### src/verilog/sdc_pkg.sv
package sdc_pkg;

	// ---------------------------------------------------------------
	// clock and chopping timing
	// ---------------------------------------------------------------
	localparam int CLK_HZ        = 10_000_000;
	localparam int CLK_PERIOD_NS = 100;
	localparam int CHOP_HZ       = 30_000;
	localparam int CHOP_CYC      = CLK_HZ / CHOP_HZ;
	localparam int MIX_FAST_PCT  = 75;
	localparam int MIX_FAST_CYC  = (CHOP_CYC * MIX_FAST_PCT) / 100;

	// ---------------------------------------------------------------
	// dead time and detector dead bands (least times, rounded up)
	// ---------------------------------------------------------------
	localparam int DEAD_NS       = 500;
	localparam int DEAD_CYC      = (DEAD_NS + CLK_PERIOD_NS - 1) / CLK_PERIOD_NS;
	localparam int TSD_DB_NS     = 2000;
	localparam int TSD_DB_CYC    = (TSD_DB_NS + CLK_PERIOD_NS - 1) / CLK_PERIOD_NS;
	localparam int ISD_DB_NS     = 1000;
	localparam int ISD_DB_CYC    = (ISD_DB_NS + CLK_PERIOD_NS - 1) / CLK_PERIOD_NS;

	// reference divider of the external current comparator
	localparam int VREF_GAIN     = 5;

	// ---------------------------------------------------------------
	// switch bit positions and bridge patterns
	// ---------------------------------------------------------------
	localparam int SW_HS_FIRST   = 0;
	localparam int SW_HS_SECOND  = 1;
	localparam int SW_LS_FIRST   = 2;
	localparam int SW_LS_SECOND  = 3;
	localparam logic [3:0] PAT_OFF        = 4'h0;
	localparam logic [3:0] PAT_POS_CHARGE = 4'h9;
	localparam logic [3:0] PAT_POS_FAST   = 4'h6;
	localparam logic [3:0] PAT_NEG_CHARGE = 4'h6;
	localparam logic [3:0] PAT_NEG_FAST   = 4'h9;
	localparam logic [3:0] PAT_SLOW       = 4'hC;

	typedef enum logic [1:0] {
		SDC_OFF,
		SDC_CHARGE,
		SDC_FAST,
		SDC_SLOW
	} sdc_mode_t;

endpackage

### src/verilog/sdc_bridge_if.sv
interface sdc_bridge_if;
	import sdc_pkg::*;

	sdc_mode_t  mode;
	logic       dir_neg;
	logic [3:0] sw;

	modport ctl (output mode, output dir_neg, input sw);
	modport drv (input mode, input dir_neg, output sw);
endinterface

### src/verilog/stepper_decay_chopper_protect.sv
module stepper_decay_chopper_protect
	import sdc_pkg::*;
#(
	parameter int P_CHOP_CYC   = sdc_pkg::CHOP_CYC,
	parameter int P_DEAD_CYC   = sdc_pkg::DEAD_CYC,
	parameter int P_TSD_DB_CYC = sdc_pkg::TSD_DB_CYC,
	parameter int P_ISD_DB_CYC = sdc_pkg::ISD_DB_CYC
)
(
	// clock and reset
	input  wire logic       i_ref_clk,
	input  wire logic       i_rst,
	// decay select pin, level and open detection
	input  wire logic       i_decay_high,
	input  wire logic       i_decay_open,
	// per channel control, index 0 is channel a
	input  wire logic [1:0] i_dir_neg,
	input  wire logic [1:0] i_target_rising,
	input  wire logic [1:0] i_limit_reached,
	// protection detectors and sleep
	input  wire logic       i_over_temp,
	input  wire logic [1:0] i_short,
	input  wire logic       i_sleep,
	// bridge switches
	output logic [1:0]      o_high_side_switch_first,
	output logic [1:0]      o_high_side_switch_second,
	output logic [1:0]      o_low_side_switch_first,
	output logic [1:0]      o_low_side_switch_second,
	// status
	output logic            o_over_temperature_shutdown,
	output logic            o_over_current_shutdown
);

	localparam int PW = $clog2(P_CHOP_CYC);
	localparam int TW = $clog2(P_TSD_DB_CYC + 1);
	localparam int IW = $clog2(P_ISD_DB_CYC + 1);

	generate
		if (P_CHOP_CYC < 4 || P_TSD_DB_CYC < 1 || P_ISD_DB_CYC < 1)
		begin : g_chk
			$error("chop period or dead band too short");
		end
	endgenerate

	// ---------------------------------------------------------------
	// chopping period divider
	// ---------------------------------------------------------------
	logic [PW-1:0] chop_cnt;
	wire           chop_last  = (chop_cnt == PW'(P_CHOP_CYC - 1));
	wire           chop_start = (chop_cnt == '0);
	wire           mix_fast   = (chop_cnt < PW'((P_CHOP_CYC * MIX_FAST_PCT) / 100));

	always_ff @(posedge i_ref_clk)
	begin
		if (i_rst)
			chop_cnt <= '0;
		else
			chop_cnt <= chop_last ? '0 : chop_cnt + PW'(1);
	end

	// ---------------------------------------------------------------
	// thermal shutdown, auto return
	// ---------------------------------------------------------------
	logic [TW-1:0] tsd_cnt;
	logic          tsd_active;
	wire           tsd_done = (tsd_cnt == TW'(P_TSD_DB_CYC - 1));

	always_ff @(posedge i_ref_clk)
	begin
		if (i_rst)
		begin
			tsd_cnt    <= '0;
			tsd_active <= 1'b0;
		end
		else
		begin
			if (!i_over_temp)
				tsd_cnt <= '0;
			else if (!tsd_done)
				tsd_cnt <= tsd_cnt + TW'(1);
			tsd_active <= i_over_temp & (tsd_active | tsd_done);
		end
	end

	// ---------------------------------------------------------------
	// overcurrent shutdown, latched
	// ---------------------------------------------------------------
	logic [IW-1:0] isd_cnt [2];
	logic [1:0]    isd_hit;
	logic          isd_latched;

	genvar c;
	generate
		for (c = 0; c < 2; c++)
		begin : g_isd
			assign isd_hit[c] = (isd_cnt[c] == IW'(P_ISD_DB_CYC - 1)) & i_short[c];
			always_ff @(posedge i_ref_clk)
			begin
				if (i_rst)
					isd_cnt[c] <= '0;
				else if (!i_short[c])
					isd_cnt[c] <= '0;
				else if (!isd_hit[c])
					isd_cnt[c] <= isd_cnt[c] + IW'(1);
			end
		end
	endgenerate

	always_ff @(posedge i_ref_clk)
	begin
		if (i_rst)
			isd_latched <= 1'b0;
		else if (|isd_hit)
			isd_latched <= 1'b1;
		else if (i_sleep)
			isd_latched <= 1'b0;
	end

	wire outputs_off = tsd_active | isd_latched | i_sleep;

	// ---------------------------------------------------------------
	// per channel chopper and bridge
	// ---------------------------------------------------------------
	sdc_bridge_if bridge [2] ();

	generate
		for (c = 0; c < 2; c++)
		begin : g_ch
			logic      in_charge;
			sdc_mode_t decay_mode;
			sdc_mode_t next_mode;

			assign decay_mode = i_decay_open ? ((i_target_rising[c] | !mix_fast) ? SDC_SLOW : SDC_FAST)
			                  : (i_decay_high ? SDC_FAST : SDC_SLOW);
			assign next_mode  = outputs_off ? SDC_OFF : (in_charge ? SDC_CHARGE : decay_mode);

			always_ff @(posedge i_ref_clk)
			begin
				if (i_rst)
					in_charge <= 1'b0;
				else if (chop_last)
					in_charge <= 1'b1;
				else if (i_limit_reached[c])
					in_charge <= 1'b0;
			end

			assign bridge[c].mode    = next_mode;
			assign bridge[c].dir_neg = i_dir_neg[c];

			sdc_bridge_switch #(
				.P_DEAD_CYC (P_DEAD_CYC)
			) u_sw (
				.i_ref_clk (i_ref_clk),
				.i_rst     (i_rst),
				.bridge    (bridge[c])
			);

			assign o_high_side_switch_first[c]  = bridge[c].sw[SW_HS_FIRST];
			assign o_high_side_switch_second[c] = bridge[c].sw[SW_HS_SECOND];
			assign o_low_side_switch_first[c]   = bridge[c].sw[SW_LS_FIRST];
			assign o_low_side_switch_second[c]  = bridge[c].sw[SW_LS_SECOND];
		end
	endgenerate

	assign o_over_temperature_shutdown = tsd_active;
	assign o_over_current_shutdown     = isd_latched;

	wire unused_start = chop_start;

endmodule

### src/verilog/sdc_bridge_switch.sv
module sdc_bridge_switch
	import sdc_pkg::*;
#(
	parameter int P_DEAD_CYC = sdc_pkg::DEAD_CYC
)
(
	// clock and reset
	input  wire logic   i_ref_clk,
	input  wire logic   i_rst,
	// bridge request and switch drive
	sdc_bridge_if.drv   bridge
);

	localparam int CW = $clog2(P_DEAD_CYC + 1);

	generate
		if (P_DEAD_CYC < 1)
		begin : g_chk
			$error("dead time must be at least one cycle");
		end
	endgenerate

	logic [3:0]    applied;
	logic [3:0]    pending;
	logic [CW-1:0] dead_cnt;
	logic [3:0]    sw_q;

	// ---------------------------------------------------------------
	// pattern selection
	// ---------------------------------------------------------------
	wire [3:0] pat_charge = bridge.dir_neg ? PAT_NEG_CHARGE : PAT_POS_CHARGE;
	wire [3:0] pat_fast   = bridge.dir_neg ? PAT_NEG_FAST : PAT_POS_FAST;
	wire [3:0] target     = (bridge.mode == SDC_CHARGE) ? pat_charge :
	                        (bridge.mode == SDC_FAST)   ? pat_fast :
	                        (bridge.mode == SDC_SLOW)   ? PAT_SLOW : PAT_OFF;
	wire       dead_done  = (dead_cnt == CW'(P_DEAD_CYC - 1));
	// switches turning off drop at once, ones turning on wait
	wire [3:0] next_sw    = applied & pending;

	// ---------------------------------------------------------------
	// dead time sequencing
	// ---------------------------------------------------------------
	always_ff @(posedge i_ref_clk)
	begin
		if (i_rst)
		begin
			applied  <= PAT_OFF;
			pending  <= PAT_OFF;
			dead_cnt <= '0;
			sw_q     <= PAT_OFF;
		end
		else
		begin
			sw_q <= next_sw;
			if (target != pending)
			begin
				pending  <= target;
				applied  <= applied & target;
				dead_cnt <= '0;
			end
			else if (pending != applied)
			begin
				if (dead_done)
					applied <= pending;
				else
					dead_cnt <= dead_cnt + CW'(1);
			end
		end
	end

	assign bridge.sw = sw_q;

endmodule

### config.mk
export PLATFORM = sky130hd
export DESIGN_NAME = stepper_decay_chopper_protect
export DESIGN_NICKNAME = d
export VERILOG_FILES = /design/src/verilog/sdc_pkg.sv /design/src/verilog/sdc_bridge_if.sv /design/src/verilog/stepper_decay_chopper_protect.sv /design/src/verilog/sdc_bridge_switch.sv
export SDC_FILE = /design/constraint.sdc
export NUM_CORES = 1
export LEC_CHECK = 0
export CAP_MARGIN = 5
export CORE_AREA = 2 2 73 75
export CTS_CLUSTER_SIZE = 24
export DETAILED_ROUTE_END_ITERATION = 6
export DIE_AREA = 0 0 75 77
export DONT_BUFFER_PORTS = 1
export PLACE_DENSITY = 0.75
export SLEW_MARGIN = 20
export SYNTH_ARGS = -nofsm -noshare
export SYNTH_HDL_FRONTEND = slang
export SYNTH_SLANG_ARGS = --single-unit
### constraint.sdc
create_clock -name i_ref_clk -period 2.3 [get_ports i_ref_clk]
set_input_delay 0.46 -clock i_ref_clk [delete_from_list [all_inputs] [get_ports i_ref_clk]]
set_output_delay 0.46 -clock i_ref_clk [all_outputs]
set_load 0.01 [all_outputs]
# Word level (Yosys, flattened, before mapping)
# Memories as Yosys holds them, arrays and structs flattened.
# Cells that the tools add are included.
# word_totals
regBits	48
ram_bits	8
inputBits	14
output_inout_bits	10
n_memories	1
# mem_list
memory	words	word_bits	rd	rd_ports_with_merged_regs	write_ports	line_no	source
isd_cnt	2	4	2	0	2	stepper_decay_chopper_protect.sv:88	logic [IW-1:0] isd_cnt [2];
# classes
add_sub_neg	6
magnitude_cmp	1
n_eq_ne	16
muxes	51
bitwise	19
reduce_logical	17
# ops
op	n
$mux 4	20
$mux 1	26
$and 4x4->4	4
$ne 4x4->1	4
$reduce_bool 2->1	7
$mux 2	5
$reduce_or 2->1	5
$add 9x1->9 const B	1
$eq 9x9->1 const B	1
$lt 9x8->1 const B	1
$or 1x1->1	9
$add 4x1->4 const B	2
$eq 2x2->1 const B	4
$eq 4x4->1 const B	2
$reduce_and 2->1	4
$add 3x1->3 const B	2
$eq 3x3->1 const B	2
$add 5x1->5 const B	1
$eq 5x5->1 const B	1
$eq 2x1->1 const B	2
$and 1x1->1	3
$not 1->1	3
$logic_not 1->1	1

# Longest topological paths before layout
# logic_depth
depth_word	14
ltp_mapped	8
depth_no_buf	7

# Hierarchy
# Synthesis repeated with hierarchy kept, for this count alone.
# hier_totals
cells_unflattened	300
hier_area_um2	2805.2
# by_module_without_submodules
mod	n_inst	cells_each	area_each_um2	seq_area_each_um2
sdc_bridge_switch	2	86	787.0	300.3
stepper_decay_chopper_protect	1	128	1231.2	600.6

# Worst setup path before layout
# OpenSTA, ideal clock, no wires.
# synth_timing
kind	input-to-reg
startpoint	input i_sleep
endpoint	register g_ch[0].u_sw.applied[0]
setup_ns	0.071
arrival_ns	2.020
slack_ns	0.209
stages	7
cell_sequence	or3_1 > buf_6 > nor2_4 > nand4_1 > a32o_1 > or4_1 > a21oi_1
# synth_between
elab_chain_len	9
# synth_lines
item	line_no	source
start: declaration	stepper_decay_chopper_protect.sv:23	input wire logic i_sleep,
$or 1x1->1 *	stepper_decay_chopper_protect.sv:119	wire outputs_off = tsd_active | isd_latched | i_sleep;
$mux 2 *	stepper_decay_chopper_protect.sv:135	assign next_mode = outputs_off ? SDC_OFF : (in_charge ? SDC_CHARGE : decay_mode);
$eq 2x2->1	sdc_bridge_switch.sv:35	(bridge.mode == SDC_SLOW) ? PAT_SLOW : PAT_OFF;
$mux 4	sdc_bridge_switch.sv:35	
$mux 4	sdc_bridge_switch.sv:34	(bridge.mode == SDC_FAST) ? pat_fast :
$mux 4 *	sdc_bridge_switch.sv:33	wire [3:0] target = (bridge.mode == SDC_CHARGE) ? pat_charge :
$ne 4x4->1	sdc_bridge_switch.sv:55	if (target != pending)
$reduce_bool 2->1 (no source line)	-	
$reduce_and 2->1 (no source line)	-	
end signal: assignment	sdc_bridge_switch.sv:58	applied <= applied & target;
end signal: assignment	sdc_bridge_switch.sv:64	applied <= pending;
end: declaration	sdc_bridge_switch.sv:23	logic [3:0] applied;
# Every way passes the cells marked *; elsewhere a longest branch is shown, timed or not.
# A chain may end at the register's enable or synchronous reset.

# Worst setup path in the final report
# layout_timing
startpoint	register chop_cnt[5]
endpoint	register g_ch[0].u_sw.applied[0]
# layout_between
elab_chain_len	14
# layout_lines
item	line_no	source
start: declaration	stepper_decay_chopper_protect.sv:48	logic [PW-1:0] chop_cnt;
start signal: assignment	stepper_decay_chopper_protect.sv:58	chop_cnt <= chop_last ? '0 : chop_cnt + PW'(1);
$lt 9x8->1 *	stepper_decay_chopper_protect.sv:51	wire mix_fast = (chop_cnt < PW'((P_CHOP_CYC * MIX_FAST_PCT) / 100));
$logic_not 1->1 *	stepper_decay_chopper_protect.sv:133	assign decay_mode = i_decay_open ? ((i_target_rising[c] | !mix_fast) ? SDC_SLOW : SDC_FAST)
$or 1x1->1 *	stepper_decay_chopper_protect.sv:133	
$mux 1 *	stepper_decay_chopper_protect.sv:133	
$mux 2 *	stepper_decay_chopper_protect.sv:133	
$mux 2 * (2 in a row)	stepper_decay_chopper_protect.sv:135	
$eq 2x2->1	sdc_bridge_switch.sv:35	
$mux 4	sdc_bridge_switch.sv:35	
$mux 4	sdc_bridge_switch.sv:34	
$mux 4 *	sdc_bridge_switch.sv:33	
$ne 4x4->1	sdc_bridge_switch.sv:55	
$reduce_bool 2->1 (no source line)	-	
$reduce_and 2->1 (no source line)	-	
# Marks and branches as above.

==> reports/results.txt <==
Status = finished, final reports clean
Routability Congestion = 0.851
Clk_lat worst skew = 0.31 ns
Core area = 4980 sq um
Clock power frac = 29.8%
Clk slew on worst S/H paths = 0.09 ns
CP cell instances = nand4_1 -> buf_4 -> o31ai_4 -> nand4_1 -> a32o_1 -> or4_1 -> a21oi_1
Post-synth top cells = dfxtp_1 (48), nor2_1 (35), nand2_1 (24)
Seq/Total Area, Yosys = 41.0%
Synth top area cells = dfxtp_1 (33%), edfxtp_1 (8.2%), ha_1 (8.1%)
Global-route wire length before repair = 9.94 mm
Fillcell total = 431
Slew @ Worst Pin = 0.745 ns
Share of layout cells above drive strength 1 = 10.3%
Post-synthesis mux area share = 2.09%
Gr ovfl total = 0
CTS tree = yes
Final WL = 5.99 mm
Number of synthesized flops with an enable pin = 8
Final worst slack = 0.0811 ns
Main synth FF type = dfxtp_1
Post-synth net total = 358
Hold depth = 1
Number of port buffers = 0
CP max stage cell = or4_1
Synth Instances = 325
Layout Nets = 372
Die Wd = 75 um
Drt wl/cell = 14.6 um
CP most frequent cell = nand4_1
Setup TNS = 0 ns
Post-synthesis compound-gate area fraction = 14.3%
# rows = 26
Initial antenna violation count = 0
Initial DRC Count = 115
Vias in the first global route = 2206
Arrival @ worst endpoint = 2.47 ns
Largest net degree at the start of global routing = 30
Maxcap violations = 0
Final Cycle Share = 96.5%
Switching power total = 446 uW
Util after Layout = 64.3%
Dpl cells = 401
Clk buf depth = 2
Seq pwr share = 58.7%
Synth unique cells = 55
Leakage = 0.00124 uW
Hpwl dp = 4.33 mm
CP peak stage delay = 0.50 ns
GRT Overall Usage = 22.0%
Pint = 1310 uW
Die Ht = 77 um
#FFs+latches synth = 56
TritonCTS buffer count = 5
CTS root buf = clkbuf_8
R2R Setup Slk = 0.08 ns
R2r worst-path depth = 7
Reg-to-Reg Start = chop_cnt[5]
Fmax = 451 MHz
Async SR Flop Fraction = 0%
Worst setup SP type = register
Htree depth = 2
Maximum VDD drop = 0.000353 V
Final-report setup violation count = 0
Via Count = 2390
Required @ worst endpoint = 2.55 ns
Vias per inst = 5.83
Synth Cell Area = 2930 sq um
Power Density = 547 nW/um^2
Max-slew violations = 0
Clock sink count = 56
CP Class = reg -> reg
DRT antenna net count = 0
Synth Area in Simple Gates = 26.3%
Mean Syn Cell Area = 9.02 sq um
Start point of the critical path = chop_cnt[5]
Seq. cell area = 1210 sq um
Comb pwr share = 11.4%
Rel. slew slack = 49.7%
Adder-cell share of the synthesized area = 8.11%
Area leader, netlist = dfxtp_1
Multi-input logic area = 1660 sq um
Area growth syn-to-layout = 9.22%
Crit-path max FO = 5
CP endpoint kind = register
XOR/XNOR share of the synthesized area = 5.08%
FF-to-FF End = g_ch[0].u_sw.applied[0]
Final Critical Period = 2.22 ns
Drt drc = 0
Crit path capture = g_ch[0].u_sw.applied[0]
Post-route insts no fill = 410
Largest family of logic cells by synthesized area = simple AND/OR/NAND/NOR gates
Pre-CTS setup slack = 0.0825 ns
Yosys Warn Count = 0
Worst Hold Class = in -> reg
Top-count cell post-synth = dfxtp_1
Post-synth top area share = 32.8%
Clk_skew = 0.00396 ns
N_diodes = 0
Post-CTS Hold Fix Bufs = 0
Hold Vio Cnt, Final = 0
Sw Share = 25.5%
Boundary Pins = 24
Initial DRT Pass Iterations = 4
Die ar. = 5780 sq um
Initial Util = 58.9%
## per-layer routing
| layer | wire length [um] | up-vias | share of wire [%] | track usage (%) |
|---|---|---|---|---|
| met4 | 80 | 0 | 1.3 | 7.86 |
| met2 | 2780 | 68 | 46 | 32.8 |
| met3 | 288 | 9 | 4.8 | 4.73 |
| li1 | - | 1202 | - | - |
| met5 | 0 | - | 0 | 0 |
| met1 | 2840 | 1111 | 47 | 31.2 |
## area by class of cell
cell class,instances,area share [%]
clock buffer,7,2.38
clock inverter,1,0.117
inverter,14,1.64
multi-input combinational,247,51.9
sequential,56,37.7
tap,70,2.74
timing repair buffer,15,3.52
## worst min path at each step
stage	endpoint	slack, ns	from
after floorplan	g_ch[1].u_sw.applied[0]	0.43	g_ch[1].u_sw.applied[0]
after global placement	g_ch[1].u_sw.applied[0]	0.45	g_ch[1].u_sw.applied[0]
after detailed placement	g_ch[1].u_sw.applied[0]	0.45	g_ch[1].u_sw.applied[0]
after CTS	g_ch[1].u_sw.bridge.sw[2]	0.20	i_rst
after global routing	g_ch[1].u_sw.bridge.sw[2]	0.20	i_rst
final	g_ch[1].u_sw.bridge.sw[2]	0.21	i_rst
## critical path: cells and delay by family, from the launching register on
kind | cells | cell delay (ns)
simple gates | 3 | 0.89
compound gates | 3 | 0.67
buf+inv | 1 | 0.21
flops | 1 | 0.38
## power groups by stage
stage	registers [uW]	logic [uW]	clock network, uW
after floorplan	1050	145	0
after global placement	1050	185	0
after detailed placement	1050	191	0
after CTS	1030	193	531
after global routing	1030	225	566
final	1030	201	522
## per-stage QoR
step,power (uW),instance area [sq um],hold WS (ns)
detailed placement,1240,3090,0.448
global placement,1230,3090,0.453
global route,1820,3200,0.196
floorplan,1190,2930,0.433
CTS,1750,3170,0.200
finish,1750,3200,0.206
## flip-flops by register name (all words and copies together), names as in the netlist
signal	cells
g_ch.u_sw.pending	8
o_over_temperature_shutdown	1
tsd_cnt	5
isd_cnt	8
chop_cnt	9
g_ch.u_sw.dead_cnt	6
g_ch.u_sw.applied	8
g_ch.in_charge	2
o_over_current_shutdown	1
g_ch.u_sw.bridge.sw	8
## logic make-up after synthesis
kind of cell               count (synthesis)
and+or+nand+nor                          147
AOI/OAI and AO/OA                         58
DFF                                       56
buffers and inverters                     22
adders and majority gates                 19
xor gates and xnor gates                  17
muxes                                      6
## cells in the final DEF (no fill, tap or decap), types with 11 or more instances in the layout
cell type,Yosys,layout
dfxtp_1,48,44
ha_1,19,19
nor2b_1,20,20
nand2_1,24,23
o21ai_0,11,11
nand3_1,17,17
nor2_1,35,35
inv_1,13,13
buf_4,0,15
## what timing repair did
item | 4_1_cts | 5_1_grt
endpoints found under the setup margin | 0 | 11
resized for setup | 0 | 9
buffers inserted | 0 | 1
No activity file was read; power rests on OpenSTA's default activity.
